File: src/include/label_gen_defs.vh
/*
 * Constants for the request label generator: register offsets, field
 * positions, reset values, request kinds and version codes.
 * Assumes a 32-bit APB with byte addresses and one word per register.
 */
// Notes on behaviour
// RQ1 - Unprivileged loads/stores labelled like ordinary ones
// RQ2 - Nested sysreg memory accesses use hypervisor data labels
// RQ3 - Profiling buffer writes use owner tier data labels
// RQ4 - Probe walks labelled as data loads from tier
// RQ5 - Probe's named stage and level are ignored
// RQ6 - Same labels secure or not; flag differs
// RQ7 - Secure partition flag 0, non-secure flag 1
// RQ8 - Secure state flag 0 from version 1.0
// RQ9 - Tier n takes labels from tier n register
// RQ10 - Virtual mapping path identical in secure state
// RQ11 - Label flag separate from address space flag
// RQ12 - Never flag 1 with secure address space
// RQ13 - Version 1.0 has no default/override controls
// RQ14 - Default select 0: per-tier labels, normal flags
// RQ15 - Default select 1: secure gets default labels, flag 0
// RQ16 - Version 0.1 override: secure flag 1, tier labels
// RQ17 - Version 0.1 both set: flag 1, default labels
// RQ18 - Override without secure ids reads one, ignores writes
// RQ19 - Otherwise override bit is ordinary read-write
// RQ20 - Software probes override by writing zero, reading back
// RQ21 - Fetches use instruction pair, data uses data pair
// RQ22 - Register chosen by tier, guest lock redirects application
// RQ23 - Default labels come from constant inputs
`ifndef LABEL_GEN_DEFS_VH
`define LABEL_GEN_DEFS_VH

// Register byte offsets
`define OFS_APP_REG 12'h000
`define OFS_GUEST_REG 12'h004
`define OFS_HYP_REG 12'h008
`define OFS_MON_REG 12'h00c
`define OFS_CTRL_REG 12'h010
`define OFS_ID_REG 12'h014
`define OFS_ERR_REG 12'h018

// Per-tier label register layout
`define PID_W 8
`define MG_W 4
`define F_DPID 7:0
`define F_IPID 15:8
`define F_DMG 19:16
`define F_IMG 23:20
`define LBL_MASK 32'h00ffffff
`define LBL_RESET 32'h00000000
// Monitor tier register extra controls
`define B_SDEF 24
`define B_OVR 25
// Control register
`define B_GLOCK 0
`define B_HOSTHYP 1
`define CTRL_MASK 32'h00000003
// Identification register
`define F_ID_VER 1:0
`define B_ID_OVRCAP 2
`define B_ID_SECPID 3
// Error register
`define B_ERR_ILLEGAL 0

// Version codes
`define VER_V01 2'h0
`define VER_V10 2'h1
`define VER_V11 2'h2

// Tiers
`define TIER_APP 2'h0
`define TIER_GUEST 2'h1
`define TIER_HYP 2'h2
`define TIER_MON 2'h3

// Request kinds
`define KIND_NORMAL 3'h0
`define KIND_UNPRIV 3'h1
`define KIND_NESTED 3'h2
`define KIND_PROFILE 3'h3
`define KIND_PROBE 3'h4

`endif

File: src/hw/req_label_gen.v
/*
 * Request label generator: attaches partition id, monitor group and
 * secure-space flag to each outgoing memory-system request, with APB
 * access to the per-tier label registers and the secure controls.
 * Assumes requests and APB are synchronous to pclk; the memory system
 * accepts one labelled request per cycle without back-pressure.
 */
`include "label_gen_defs.vh"
`timescale 1ns/1ps
`default_nettype none

module req_label_gen #(
   parameter [1:0] VERSION = `VER_V11,
   parameter OVERRIDE_CAP = 1'b1,
   parameter SECURE_PID_IMPL = 1'b1
) (
   // Clock and reset
   input wire pclk,
   input wire presetn,
   // APB slave
   input wire psel,
   input wire penable,
   input wire pwrite,
   input wire [11:0] paddr,
   input wire [31:0] pwdata,
   output reg [31:0] prdata,
   output reg pready,
   output reg pslverr,
   // Implementation defaults for secure default select
   input wire [7:0] default_partition_id,
   input wire [3:0] default_monitor_group,
   // Request from the core
   input wire req_valid,
   input wire [2:0] req_kind,
   input wire [1:0] req_tier,
   input wire req_secure,
   input wire req_instr,
   input wire req_address_space_flag,
   input wire [1:0] prof_owner_tier,
   input wire prof_owner_secure,
   // Labelled request to the memory system
   output reg lbl_valid,
   output reg [7:0] partition_id,
   output reg [3:0] monitor_group,
   output reg label_secure_space_flag,
   output reg address_space_flag,
   output reg lbl_dropped
);

   // ****************************************************************
   // Register file
   // ****************************************************************
   reg [31:0] app_q;
   reg [31:0] guest_q;
   reg [31:0] hyp_q;
   reg [31:0] mon_q;
   reg [31:0] ctrl_q;
   reg sdef_q;
   reg ovr_q;
   reg err_q;

   wire has_controls = (VERSION != `VER_V10);
   // Override exists only where advertised, and never in 1.0
   wire ovr_rw = OVERRIDE_CAP && SECURE_PID_IMPL && has_controls;
   wire ovr_rao = OVERRIDE_CAP && !SECURE_PID_IMPL && has_controls;
   // Effective override seen by the flag logic and by reads
   wire ovr_eff = ovr_rao ? 1'b1 : (ovr_rw ? ovr_q : 1'b0); // RQ18 RQ19
   wire sdef_eff = has_controls ? sdef_q : 1'b0; // RQ13

   wire setup = psel & ~penable;
   wire wr_done = psel & penable & pwrite & pready;

   function map_hit;
      input [11:0] a;
      begin
         if (a == `OFS_APP_REG) map_hit = 1'b1;
         else if (a == `OFS_GUEST_REG) map_hit = 1'b1;
         else if (a == `OFS_HYP_REG) map_hit = 1'b1;
         else if (a == `OFS_MON_REG) map_hit = 1'b1;
         else if (a == `OFS_CTRL_REG) map_hit = 1'b1;
         else if (a == `OFS_ID_REG) map_hit = 1'b1;
         else if (a == `OFS_ERR_REG) map_hit = 1'b1;
         else map_hit = 1'b0;
      end
   endfunction

   reg [31:0] rd_d;
   always @* begin
      rd_d = 32'h00000000;
      if (paddr == `OFS_APP_REG) begin
         rd_d = app_q;
      end else if (paddr == `OFS_GUEST_REG) begin
         rd_d = guest_q;
      end else if (paddr == `OFS_HYP_REG) begin
         rd_d = hyp_q;
      end else if (paddr == `OFS_MON_REG) begin
         rd_d = mon_q;
         rd_d[`B_SDEF] = sdef_eff;
         rd_d[`B_OVR] = ovr_eff; // RQ18
      end else if (paddr == `OFS_CTRL_REG) begin
         rd_d = ctrl_q;
      end else if (paddr == `OFS_ID_REG) begin
         rd_d[`F_ID_VER] = VERSION;
         rd_d[`B_ID_OVRCAP] = OVERRIDE_CAP;
         rd_d[`B_ID_SECPID] = SECURE_PID_IMPL;
      end else if (paddr == `OFS_ERR_REG) begin
         rd_d[`B_ERR_ILLEGAL] = err_q;
      end
   end

   // Zero-wait access: ready rises for the access phase only
   always @(posedge pclk or negedge presetn) begin
      if (!presetn) begin
         pready <= 1'b0;
         prdata <= 32'h00000000;
         pslverr <= 1'b0;
      end else begin
         pready <= setup;
         pslverr <= setup & ~map_hit(paddr);
         if (setup && !pwrite) begin
            prdata <= rd_d;
         end
      end
   end

   always @(posedge pclk or negedge presetn) begin
      if (!presetn) begin
         app_q <= `LBL_RESET;
         guest_q <= `LBL_RESET;
         hyp_q <= `LBL_RESET;
         mon_q <= `LBL_RESET;
         ctrl_q <= 32'h00000000;
         sdef_q <= 1'b0;
         ovr_q <= 1'b0;
      end else if (wr_done) begin
         if (paddr == `OFS_APP_REG) begin
            app_q <= pwdata & `LBL_MASK;
         end else if (paddr == `OFS_GUEST_REG) begin
            guest_q <= pwdata & `LBL_MASK;
         end else if (paddr == `OFS_HYP_REG) begin
            hyp_q <= pwdata & `LBL_MASK;
         end else if (paddr == `OFS_MON_REG) begin
            mon_q <= pwdata & `LBL_MASK;
            // Controls are write-ignored where not implemented
            sdef_q <= has_controls & pwdata[`B_SDEF]; // RQ13
            ovr_q <= ovr_rw & pwdata[`B_OVR]; // RQ19 RQ20
         end else if (paddr == `OFS_CTRL_REG) begin
            ctrl_q <= pwdata & `CTRL_MASK;
         end
      end
   end

   // ****************************************************************
   // Label source selection
   // ****************************************************************
   function [31:0] tier_reg;
      input [1:0] tier;
      input lock;
      input [31:0] a;
      input [31:0] g;
      input [31:0] h;
      input [31:0] m;
      begin
         case (tier)
            `TIER_APP: tier_reg = lock ? g : a; // RQ22
            `TIER_GUEST: tier_reg = g;
            `TIER_HYP: tier_reg = h;
            default: tier_reg = m;
         endcase
      end
   endfunction

   // Unprivileged requests keep the executing tier and its instr/data
   // choice; probe requests use that tier's data path. The probe's own
   // stage and level never arrive here, so they cannot steer the label.
   reg [1:0] eff_tier;
   reg eff_secure;
   reg eff_instr;
   reg force_hyp;
   always @* begin
      eff_tier = req_tier; // RQ9 RQ1
      eff_secure = req_secure;
      eff_instr = req_instr; // RQ21
      force_hyp = 1'b0;
      case (req_kind)
         `KIND_NESTED: begin
            force_hyp = 1'b1; // RQ2
            eff_instr = 1'b0;
         end
         `KIND_PROFILE: begin
            eff_tier = prof_owner_tier; // RQ3
            eff_secure = prof_owner_secure;
            eff_instr = 1'b0;
         end
         `KIND_PROBE: begin
            eff_instr = 1'b0; // RQ4 RQ5
         end
         default: begin
            eff_instr = req_instr; // RQ1
         end
      endcase
   end

   wire [31:0] src = force_hyp ? hyp_q
      : tier_reg(eff_tier, ctrl_q[`B_GLOCK], app_q, guest_q, hyp_q, mon_q); // RQ22
   // Secure and non-secure share this path; only the flag differs
   wire [7:0] tier_pid = eff_instr ? src[`F_IPID] : src[`F_DPID]; // RQ21 RQ6 RQ10
   wire [3:0] tier_mg = eff_instr ? src[`F_IMG] : src[`F_DMG]; // RQ21

   // ****************************************************************
   // Secure-space flag
   // ****************************************************************
   reg flag_d;
   reg use_default;
   always @* begin
      flag_d = 1'b1; // RQ7 RQ14
      use_default = 1'b0;
      if (eff_secure) begin
         flag_d = 1'b0; // RQ7 RQ8
         use_default = sdef_eff; // RQ15 RQ17
         if (VERSION == `VER_V01) begin
            flag_d = ovr_eff; // RQ16 RQ17
         end
      end
   end

   // Label flag travels beside, never merged with, the address flag
   wire illegal = flag_d & ~req_address_space_flag; // RQ11 RQ12

   always @(posedge pclk or negedge presetn) begin
      if (!presetn) begin
         lbl_valid <= 1'b0;
         partition_id <= 8'h00;
         monitor_group <= 4'h0;
         label_secure_space_flag <= 1'b0;
         address_space_flag <= 1'b0;
         lbl_dropped <= 1'b0;
      end else begin
         lbl_valid <= req_valid & ~illegal; // RQ12
         lbl_dropped <= req_valid & illegal;
         if (req_valid) begin
            partition_id <= use_default ? default_partition_id : tier_pid; // RQ23
            monitor_group <= use_default ? default_monitor_group : tier_mg; // RQ23
            label_secure_space_flag <= flag_d; // RQ11
            address_space_flag <= req_address_space_flag;
         end
      end
   end

   // Sticky illegal-combination flag, write one to clear; set wins
   always @(posedge pclk or negedge presetn) begin
      if (!presetn) begin
         err_q <= 1'b0;
      end else if (req_valid && illegal) begin
         err_q <= 1'b1; // RQ12
      end else if (wr_done && paddr == `OFS_ERR_REG && pwdata[`B_ERR_ILLEGAL]) begin
         err_q <= 1'b0;
      end
   end

endmodule // req_label_gen

`default_nettype wire

File: config.mk
export PLATFORM = sky130hd
export DESIGN_NAME = req_label_gen
export DESIGN_NICKNAME = d
export VERILOG_FILES = /design/src/hw/req_label_gen.v
export VERILOG_INCLUDE_DIRS = /design/src /design/src/include
export SDC_FILE = /design/constraint.sdc
export NUM_CORES = 1
export LEC_CHECK = 0
export BUFFER_PORTS_ARGS = -buffer_cell sky130_fd_sc_hd__buf_2
export CAP_MARGIN = 5
export CORE_AREA = 2 2 148 135
export DETAILED_ROUTE_END_ITERATION = 12
export DIE_AREA = 0 0 150 137
export MAX_ROUTING_LAYER = met4
export REMOVE_ABC_BUFFERS = 1
export SLEW_MARGIN = 40
export SYNTH_ARGS = -nofsm -noshare
export SYNTH_HDL_FRONTEND = slang
export SYNTH_SLANG_ARGS = --single-unit
File: constraint.sdc
create_clock -name pclk -period 3.15 [get_ports pclk]
set_clock_uncertainty 0.15 [all_clocks]
set_input_delay 0.63 -clock pclk [delete_from_list [all_inputs] [get_ports pclk]]
set_output_delay 0.63 -clock pclk [all_outputs]
set_load 0.1 [all_outputs]
## After elaboration in Yosys (flattened, before gate mapping)

Cells that the tools add are included.

| cells by class | value |
|---|---|
| bitwise gates (word level) | 16 |
| equality and inequality tests | 11 |
| reduce and logical (&&, ||, !) cells | 14 |
| mux-type cells | 30 |

Operators with widths:

| operator | number |
|---|---|
| two-way mux 32 bit | 3 |
| one-hot mux 24 bit (3 select lines) | 1 |
| two-way mux 24 bit | 2 |
| equality test 12 x 5 -> 1 bit (second input constant) | 3 |
| two-way mux 26 bit | 1 |
| equality test 12 x 4 -> 1 bit (second input constant) | 2 |
| two-way mux 1 bit | 16 |
| two-way mux 8 bit | 2 |
| equality test 12 x 3 -> 1 bit (second input constant) | 1 |
| logical NOT 12 bit | 1 |
| two-way mux 4 bit | 3 |
| bitwise AND 1 bit | 8 |
| NOT 1 bit | 8 |
| equality test 3 x 2 -> 1 bit (second input constant) | 2 |
| AND reduction 6 bit | 1 |
| AND reduction 5 bit | 1 |
| logical AND 1 bit | 4 |
| AND reduction 4 bit | 1 |
| equality test 3 bit (second input constant) | 1 |
| two-way mux 3 bit | 1 |
| AND reduction 3 bit | 1 |
| OR reduction 3 bit | 1 |
| equality test 2 x 1 -> 1 bit (second input constant) | 1 |
| equality test 2 bit (second input constant) | 1 |
| 5 further kinds | 5 |

| word-level totals | value |
|---|---|
| output and inout bits | 50 |
| flip-flop bits (word level) | 151 |
| input port bits | 73 |
| logic and storage cells | 88 |

## Logic depth before layout (Yosys ltp)

Gate-level depths: netlist of run 1.

| depth | value |
|---|---|
| depth after elaboration | 10 |
| gate-level depth with buffers | 8 |
| mapped depth without buffers | 5 |

## Worst setup path after synthesis of run 1

OpenSTA, ideal clock, no wires.

| timing path | value |
|---|---|
| kind | reg2reg |
| start | reg pready |
| end | reg mon_q[11] |
| required time | 2.875 ns |
| setup slack | 0.437 ns |
| stages on the path, launching flop included | 5 |
| data arrival time | 2.439 ns |
| buffers on the path | 1 |
| library setup time | 0.125 ns |
| period minus slack after synthesis | 2.713 ns |
| cell sequence | dfrtp_1 nand4_1 nor4_4 buf_4 mux2_2 |

| between the ends | value |
|---|---|
| word-level cells in the longest chain between the ends | 2 |

RTL lines:

| what | RTL line | RTL |
|---|---|---|
| from (decl) | req_label_gen.v:27 | `output reg pready,` |
| from (signal assigned) | req_label_gen.v:118 | `pready <= setup;` |
| bitwise AND 1 bit | req_label_gen.v:71 | `wire wr_done = psel & penable & pwrite & pready;` |
| AND reduction 5 bit (no line) | - |  |
| to (signal assigned) | req_label_gen.v:131 | `` mon_q <= `LBL_RESET; `` |
| to (signal assigned) | req_label_gen.v:143 | `` mon_q <= pwdata & `LBL_MASK; `` |
| to (decl) | req_label_gen.v:56 | `reg [31:0] mon_q;` |

Every way passes these cells.
A chain may end at the register's enable or synchronous reset.

## Worst setup path in the final report of run 1

| timing path | value |
|---|---|
| start | in paddr[7] |
| end | reg app_q[0] |

| between the ends | value |
|---|---|
| word-level cells in the longest chain between the ends | 2 |

RTL lines:

| what | RTL line | RTL |
|---|---|---|
| from (decl) | req_label_gen.v:24 | `input wire [11:0] paddr,` |
| logical NOT 12 bit (no line) | - |  |
| AND reduction 2 bit (no line) | - |  |
| to (signal assigned) | req_label_gen.v:128 | `` app_q <= `LBL_RESET; `` |
| to (signal assigned) | req_label_gen.v:137 | `` app_q <= pwdata & `LBL_MASK; `` |
| to (decl) | req_label_gen.v:53 | `reg [31:0] app_q;` |

Every way passes these cells.

==> results of run 1 <==
## worst max-delay path by stage
stage / endpoint / slack [ns] / startpoint / cells past startpoint
after detailed placement: app_q[2]$_DFFE_PN0P_ / 0.34 / paddr[7] / 7
final: app_q[0]$_DFFE_PN0P_ / 0.78 / paddr[7] / 7
after floorplan: hyp_q[0]$_DFFE_PN0P_ / 0.03 / paddr[7] / 5
after global routing: partition_id[1]$_DFFE_PN0P_ / 0.69 / req_kind[2] / 6
after CTS: app_q[0]$_DFFE_PN0P_ / 0.76 / paddr[7] / 7
after global placement: app_q[2]$_DFFE_PN0P_ / 0.38 / paddr[7] / 7
## cell type report
| type | count | area share, % |
|---|---|---|
| Antenna cell | 3 | 0.0836 |
| Clock buffer | 21 | 5.12 |
| Clock inverter | 10 | 2.03 |
| Inverter | 5 | 0.209 |
| Multi-Input combinational cell | 445 | 39.7 |
| Sequential cell | 145 | 40.4 |
| Tap cell | 250 | 3.48 |
| Timing Repair Buffer | 135 | 8.98 |
## power groups by stage
stage	sequential [uW]	combinational [uW]	clock [uW]
detailed placement	1930	577	0
global route	1900	610	2320
CTS	1900	578	2250
floorplan	2100	176	0
finish	1900	578	2220
global placement	1930	570	0
## metrics by stage
stage | total power, uW | cells | util [%] | setup slack, ns
after global routing | 4830 | 1013 | 47.3 | 0.693
after floorplan | 2270 | 595 | - | 0.0340
after detailed placement | 2510 | 980 | 43.9 | 0.336
after CTS | 4730 | 1011 | 47.3 | 0.759
after global placement | 2500 | 980 | 43.9 | 0.381
final | 4700 | 1014 | 47.3 | 0.779
## logic make-up after synthesis
family / after synthesis
mux: 145
buf+inv: 58
compound gates: 154
other cells: 1
flops: 145
simple gates: 140
## layer usage
metal	global-route usage (%)	up-vias
met4	6.60	0
li1	-	2605
met2	35.2	210
met3	4.83	25
met1	30.5	3000
met5	-	-
## synth_stat cells, types with 11 or more instances
cell type | instances | area [sq um]
o21ai_0 | 40 | 200
a221oi_1 | 11 | 96.3
mux2i_1 | 37 | 370
nor2b_1 | 11 | 68.8
o22ai_1 | 11 | 68.8
nand2_1 | 46 | 173
nand2b_1 | 11 | 68.8
dfrtp_1 | 145 | 3630
mux2_2 | 84 | 946
o211ai_1 | 16 | 120
mux2_4 | 20 | 300
clkbuf_1 | 28 | 105
nor2_1 | 29 | 109
a21oi_1 | 22 | 110
## worst max-delay path, cell delays in order
cell	delay [ns]
buf_2	0.11
nor4_4	0.35
nand3_4	0.11
or4_4	0.47
nor2_8	0.29
buf_12	0.21
mux2_2	0.34
## flip-flops by register name, summed over array words and instances, names as in the netlist, 2 cells and up
| signal | count |
|---|---|
| prdata | 26 |
| monitor_group | 4 |
| guest_q | 24 |
| partition_id | 8 |
| hyp_q | 24 |
| app_q | 24 |
| ctrl_q | 2 |
| mon_q | 24 |
==> results.yml, run 1 <==
final_layout:
  final_common_cell: "dfrtp_1"
  layout_common_cells: "dfrtp_1 (145), buf_2 (109), mux2_2 (84), nand2_1 (46), o21ai_0 (40)"
  seq_area_sq_um: 3630
  design_area_sq_um: 8980
  area_growth_pct: 20.0
  multiInputGateArea_sq_um: 3570
  drive_above_1_share_pct: 37.1
  nets: 822
  nFillCells: 1769
worst_setup_path:
  cp_max_fo: 10
  worst-setup-path-type: "in2reg"
  r2r_start: "pready$_DFF_PN0_"
  cp-end-kind: "flip-flop"
  worstPathRequired_ns: 3.30
  startpoint_type: "input pin"
  r2r_end: "hyp_q[6]$_DFFE_PN0P_"
  r2r_setup_slack_ns: 1.12
  r2r_cells: 5
  arrival_ns: 2.52
routing:
  wl_per_cell_um: 21.8
  drt_pass1_iterations: 7
  drt_wl_total_um: 22100
  highest_layer: "met4"
  ant_nets: 0
  wl_met3_um: 1520
  via_per_inst: 5.76
  routedLengthMet1_um: 9930
  met2_length_um: 10300
  drt-initial-drc-count: 425
  via_count: 5840
  drc: 0
synth:
  synth_fa_ha_area_share_pct: 0
  syn-instance-count: 643
  ys_ff_latch: 145
  synth_edf_count: 0
  synth-seq-area-share_pct: 48.5
  synthDistinctLibCells: 54
  synth_area_sq_um: 7480
  ys.flop_type: "dfrtp_1"
  synthMuxAreaShare_pct: 22.8
  synth-compound-area-share_pct: 14.3
  synth_top_family_by_area: "multiplexers"
  synthXorXnorAreaFrac_pct: 0
  syn_area_per_cell_sq_um: 11.6
  synth-simple-area-share_pct: 10.2
  async_flop_share_pct: 100
  yosys_warnings: 0
power:
  clkPwrFrac_pct: 47.2
  swShare_pct: 26.2
  p_leak_uw: 0.00430
  peakVddDrop_uv: 380
  p_comb_share_pct: 12.3
  switchingPower_uw: 1230
  p_int_uw: 3460
  p_per_area_nw_per_um2: 523
  seqPwrFrac_pct: 40.5
global_routing:
  grt_pass1_vias: 5902
  grt_max_degree: 61
  overflow: 0
  antenna_found_initial: 2
  grt_pass1_wl_um: 34000
  grt.total_usage_pct: 22.8
clocking:
  cts_root_buf: "clkbuf_16"
  cts_sinks: 145
  cts_tree: "yes"
  htree_num_levels: 4
  insertion_delay_ns: 0.42
  post_cts_buffers: 0
  numCtsBuffers: 17
  hold_buffers: 0
  clk_path_buf_depth: 2
  cts.reportedPaths.clkPinSlew_ns: 0.06
  cts_resized: 0
sta:
  fmax_ghz: 0.422
  fin_setup_tns_ns: 0
  timing.final.crit_share_pct: 75.3
  slew_violations: 0
  finalHoldViolCount: 3
  fin_crit_ns: 2.37
  tightestPinTransition_ns: 0.737
  whs_ns: -0.00770
  setup_viol: 0
  slew-limit-headroom_pct: 50.5
  grt_setup_unrepaired: "false"
floorplanning:
  initial_utilization_pct: 39.4
  boundaryPins: 123
  core_sq_um: 19000
  fp.dieH_um: 137
  die_w_um: 150
  row_count: 48
  die_area_sq_um: 20600
outcome:
  violations: "hold timing"
  status: "finished, violations left"
placed_design:
  dp_hpwl_um: 14600
  place_congestion: 0.896
  place_area_sq_um: 8330
  numPortBuffers: 110
hold_path:
  hold_path_class: "in2async"
flow_run:
  max_cap_viol_count: 0
Note: power is estimated with default switching activity, not from simulation.
==> run 2, diff against run 1 <==
clock period = 2 ns   (was 3.15 ns; I/O delays follow)
==> run 2 against run 1 <==
Count of clock-buffer cells in the layout is 2 lower. Clock power is 54% higher. Core utilization is 2.2 points higher. Non-clock buffer count is 39 higher. Largest cell class unchanged. Worst hold slack better by 0.021 ns. First-iteration DRC count is 0.94% higher. Via count is 1.7% higher. Die area stayed put. Global-route usage is 0.40 points higher. Setup slack worse by 0.75 ns. The flow now finishes without violations.
==> results.yml, run 2 (synthesis gave the netlist of run 1 again) <==
outcome:
  status: "finished clean"
global_routing:
  overflow: 0
  antenna_found_initial: 0
  grt_max_degree: 57
  grt.total_usage_pct: 23.2
  grt_pass1_vias: 5979
  grt_pass1_wl_um: 34800
worst_setup_path:
  worst-setup-path-type: "in2reg"
  arrival_ns: 2.13
  cp_max_fo: 7
  r2r_setup_slack_ns: 0.09
  r2r_cells: 5
  cp-end-kind: "flip-flop"
  worstPathRequired_ns: 2.16
  r2r_end: "monitor_group[1]$_DFFE_PN0P_"
  r2r_start: "ctrl_q[0]$_DFFE_PN0P_"
  startpoint_type: "input pin"
hold_path:
  min_to: "pready$_DFF_PN0_"
  min_from: "penable"
  hold_path_class: "in2reg"
  hold_path_depth: 2
floorplanning:
  initial_utilization_pct: 39.4
  fp.dieH_um: 137
  row_count: 48
  boundaryPins: 123
  core_sq_um: 19000
  die_w_um: 150
  die_area_sq_um: 20600
placed_design:
  place_ws_ns: -0.473
  place_congestion: 0.947
  dp_hpwl_um: 15300
  numPortBuffers: 110
  place_area_sq_um: 8690
sta:
  grt_setup_unrepaired: "true"
  finalHoldViolCount: 0
  fmax_ghz: 0.508
  timing.final.crit_share_pct: 98.4
  fin_setup_tns_ns: 0
  slew-limit-headroom_pct: 52.8
  tightestPinTransition_ns: 0.706
  slew_violations: 0
  setup_ws_ns: 0.0327
  fin_crit_ns: 1.97
  setup_viol: 0
power:
  seqPwrFrac_pct: 40.4
  p_comb_share_pct: 13.5
  swShare_pct: 27.4
  p_int_uw: 5380
  switchingPower_uw: 2030
  p_leak_uw: 0.00453
  p_per_area_nw_per_um2: 788
  peakVddDrop_uv: 528
  clkPwrFrac_pct: 46.1
clocking:
  clk_path_buf_depth: 2
  cts_tree: "yes"
  cts.reportedPaths.clkPinSlew_ns: 0.06
  cts_sinks: 145
  htree_num_levels: 4
  insertion_delay_ns: 0.43
  numCtsBuffers: 17
  cts_root_buf: "clkbuf_16"
final_layout:
  nFillCells: 1732
  seq_area_sq_um: 3630
  design_area_sq_um: 9390
  drive_above_1_share_pct: 40.3
  nets: 861
  diodes: 0
  largest_reg_flops: 26
  final_common_cell: "dfrtp_1"
  regMostFlops: "prdata"
  layout_common_cells: "dfrtp_1 (145), buf_2 (109), mux2_2 (82), buf_4 (49), nand2_1 (46)"
  area_growth_pct: 25.5
  multiInputGateArea_sq_um: 3590
routing:
  drt_pass1_iterations: 6
  drc: 0
  drt_wl_total_um: 22400
  ant_nets: 0
  via_count: 5942
  via_per_inst: 5.65
  drt-initial-drc-count: 429
  wl_per_cell_um: 21.3
flow_run:
  max_cap_viol_count: 0
-- run 2: changes by cell type in the layout (fill, tap and decap cells not counted), moves of 2 or more --
cell,change
diode_2,-3
clkinvlp_4,+2
buf_12,+7
buf_4,+29
mux2_4,+2
mux2_2,-2
-- run 2: worst max-delay path by stage --
stage,start,end,slack (ns)
6_report,paddr[7],app_q[8]$_DFFE_PN0P_,0.03
5_1_grt,paddr[7],app_q[15]$_DFFE_PN0P_,-0.01
4_1_cts,req_kind[2],monitor_group[1]$_DFFE_PN0P_,0.003
3_5_place_dp,req_kind[2],monitor_group[1]$_DFFE_PN0P_,-0.47
3_3_place_gp,req_kind[2],monitor_group[1]$_DFFE_PN0P_,-0.44
2_1_floorplan,pready$_DFF_PN0_,mon_q[0]$_DFFE_PN0P_,-1.06
-- run 2: through the flow --
stage	cells	power, uW	hold WS (ns)	util, %
6_report	1051	7400	0.0132	49.5
5_1_grt	1051	7650	0.0161	49.5
4_1_cts	1049	7450	0.00177	49.2
3_5_place_dp	1016	4030	0.150	45.8
3_3_place_gp	1016	4030	0.149	45.8
2_1_floorplan	595	3580	-0.0456	-
-- run 2: critical path, cell delays in order --
cell	delay, ns
buf_2	0.12
nor4_4	0.33
nand3_4	0.11
or4_4	0.48
nor2_8	0.13
buf_4	0.23
mux2_4	0.32
-- run 2: power groups by stage --
stage | Combinational (uW) | Sequential, uW | Clock (uW)
6_report | 1000 | 2990 | 3410
5_1_grt | 1060 | 2990 | 3600
4_1_cts | 998 | 2990 | 3470
3_5_place_dp | 990 | 3040 | 0
3_3_place_gp | 981 | 3040 | 0
2_1_floorplan | 277 | 3300 | 0
-- run 2: final cells by class --
class | instances | area share, %
Clock buffer | 19 | 4.71
Timing Repair Buffer | 174 | 12.9
Multi-Input combinational cell | 445 | 38.3
Clock inverter | 13 | 1.97
Inverter | 5 | 0.200
Tap cell | 250 | 3.33
Sequential cell | 145 | 38.6
-- run 2: metal layers --
layer | part of all wire, % | up-vias | wire length, um | global-route usage [%]
met5 | 0 | - | 0 | -
met4 | 1.7 | 0 | 375 | 7.29
li1 | - | 2680 | - | -
met3 | 5.2 | 30 | 1170 | 3.43
met2 | 47 | 210 | 10500 | 35.4
met1 | 46 | 3022 | 10400 | 32.1
-- run 2: repair_timing --
action                                 in CTS  in global routing
gates resized for setup                     1                  5
setup endpoints to repair                   1                 25
pin swaps                                   0                  2
gates cloned                                0                  1
endpoints found under the hold margin      25                  0
hold buffers                                1                  0
setup buffers                               0                  1
==> run 3, diff against run 2 <==
BUFFER_PORTS_ARGS = unset   (was -buffer_cell sky130_fd_sc_hd__buf_2)
DONT_BUFFER_PORTS = 1   (was unset)
==> run 3 against run 2 <==
The flow now finishes with violations (hold timing). Sequential share of layout area rose by 0.56 points. Via count fell by 5.1%. Die area did not move. Sequential power barely moved. Setup slack improved by 0.027 ns. First-iteration DRC count rose by 6.5%. Design area fell by 1.4%. Combinational power fell by 19%. Wire length fell by 4.6%. Clock power rose by 5%.
==> results.yml, run 3 (synthesis gave the netlist of run 1 again) <==
power:
  peakVddDrop_uv: 625
  switchingPower_uw: 1780
  swShare_pct: 24.1
  p_per_area_nw_per_um2: 800
  p_leak_uw: 0.00428
  clkPwrFrac_pct: 48.5
  p_comb_share_pct: 11.0
  seqPwrFrac_pct: 40.5
  p_int_uw: 5620
sta:
  fmax_ghz: 0.515
  finalHoldViolCount: 145
  fin_crit_ns: 1.94
  slew-limit-headroom_pct: 40.0
  timing.final.crit_share_pct: 97.0
  setup_viol: 0
  slew_violations: 0
  setup_ws_ns: 0.0597
  whs_ns: -0.469
  fin_setup_tns_ns: 0
  grt_setup_unrepaired: "false"
  tightestPinTransition_ns: 0.900
clocking:
  htree_num_levels: 4
  numCtsBuffers: 17
  clk_path_buf_depth: 2
  insertion_delay_ns: 0.42
  post_cts_buffers: 0
  cts_tree: "yes"
  cts_root_buf: "clkbuf_16"
  cts.reportedPaths.clkPinSlew_ns: 0.06
  hold_buffers: 30
  cts_sinks: 145
final_layout:
  layout_common_cells: "dfrtp_1 (145), mux2_2 (84), buf_4 (71), nand2_1 (46), o21ai_0 (40)"
  largest_reg_flops: 26
  drive_above_1_share_pct: 31.3
  design_area_sq_um: 9260
  regMostFlops: "prdata"
  final_common_cell: "dfrtp_1"
  nets: 800
  area_growth_pct: 23.7
global_routing:
  grt_max_degree: 146
  overflow: 0
  grt_pass1_wl_um: 33700
  met2_usage_pct: 34.5
  grt.total_usage_pct: 22.4
  grt_util_met1_pct: 28.7
  grt_pass1_vias: 5918
  antenna_found_initial: 1
  met3_usage_pct: 5.63
  busiest_layer: "met2"
worst_setup_path:
  cpMaxStageDelayCell: "dfrtp_1"
  cp-end-kind: "flip-flop"
  worst-setup-path-type: "reg2reg"
  cp_max_fo: 8
  crit_buf_inv: 1
  worstPathRequired_ns: 2.18
  startpoint_type: "flip-flop"
  cpPeakStageDelay_ns: 0.47
  arrival_ns: 2.12
  path_cells: "a211oi_4, buf_6, mux2i_1, a211o_1, a41oi_1"
  cp_top_family: "compound AO/OA/AOI/OAI gates"
routing:
  wl_per_cell_um: 21.6
  via_per_inst: 5.70
  via_count: 5641
  drt_pass1_iterations: 5
  ant_nets: 0
  drt-initial-drc-count: 457
  drt_wl_total_um: 21400
  drc: 0
floorplanning:
  initial_utilization_pct: 39.4
  row_count: 48
  die_w_um: 150
  die_area_sq_um: 20600
  fp.dieH_um: 137
  boundaryPins: 123
  core_sq_um: 19000
placed_design:
  place_area_sq_um: 8280
  place_congestion: 0.907
  dp_hpwl_um: 14300
  place_ws_ns: -0.344
  numPortBuffers: 0
outcome:
  status: "finished, violations left"
  violations: "hold timing"
hold_path:
  hold_path_class: "in2async"
flow_run:
  max_cap_viol_count: 0
-- run 3: changes by cell type in the layout (fill, tap and decap cells not counted), moves of 2 or more --
cell           change
clkinv_4           -2
buf_4             +22
dlygate4sd3_1     +29
buf_12             -2
bufinv_16          +2
clkinvlp_4         -2
buf_2            -109
mux2_4             -2
mux2_2             +2
-- run 3: worst paths after layout --
| kind | startpoint | to | slack (ns) | depth (start not counted) |
|---|---|---|---|---|
| setup / recovery | ctrl_q[0]$_DFFE_PN0P_ | monitor_group[1]$_DFFE_PN0P_ | 0.06 | 5 |
| hold / removal | presetn | pready$_DFF_PN0_ | -0.47 | 0 |
| setup reg to reg | ctrl_q[0]$_DFFE_PN0P_ | monitor_group[1]$_DFFE_PN0P_ | 0.06 | 5 |
| hold reg to reg | prdata[7]$_DFFE_PN0P_ | prdata[7]$_DFFE_PN0P_ | 0.33 | 2 |
| max in group asynchronous | presetn | prdata[0]$_DFFE_PN0P_ | 1.87 | 0 |
| min in group pclk | default_monitor_group[0] | monitor_group[0]$_DFFE_PN0P_ | 0.02 | 2 |
-- run 3: layout make-up --
type                       count  area, sq um
sequential                   145         3630
antenna                        1         2.50
tap                          250          313
timing repair buffer         113         1060
clock inverter                11          209
multi-input combinational    445         3570
inverter                       5         18.8
fill                        1717         9720
clock buffer                  20          457
-- run 3: routing by layer --
layer / share of wire [%] / wire length [um]
met1: 44 / 9440
met2: 46 / 9910
met3: 6.9 / 1480
met4: 2.6 / 563
met5: 0 / 0
-- run 3: through the flow --
step           util, %  total power, uW  hold slack (ns)  cells
2_1_floorplan        -             3580          -0.0456    595
3_3_place_gp      43.6             3780          -0.0404    928
3_5_place_dp      43.6             3790          -0.0384    928
4_1_cts           48.7             7470           -0.490    989
5_1_grt           48.8             7650           -0.491    990
6_report          48.8             7400           -0.469    990
-- run 3: power groups by stage --
stage | Clock, uW | Combinational, uW | Sequential [uW]
6_report | 3590 | 811 | 3000
5_1_grt | 3790 | 850 | 3000
4_1_cts | 3660 | 808 | 3000
3_5_place_dp | 0 | 734 | 3050
3_3_place_gp | 0 | 732 | 3050
2_1_floorplan | 0 | 277 | 3300
-- run 3: timing repair --
action / CTS / global route
endpoints found under the setup margin: 1 / 2
endpoints found under the hold margin: 249 / 145
gates resized for setup: 1 / 2
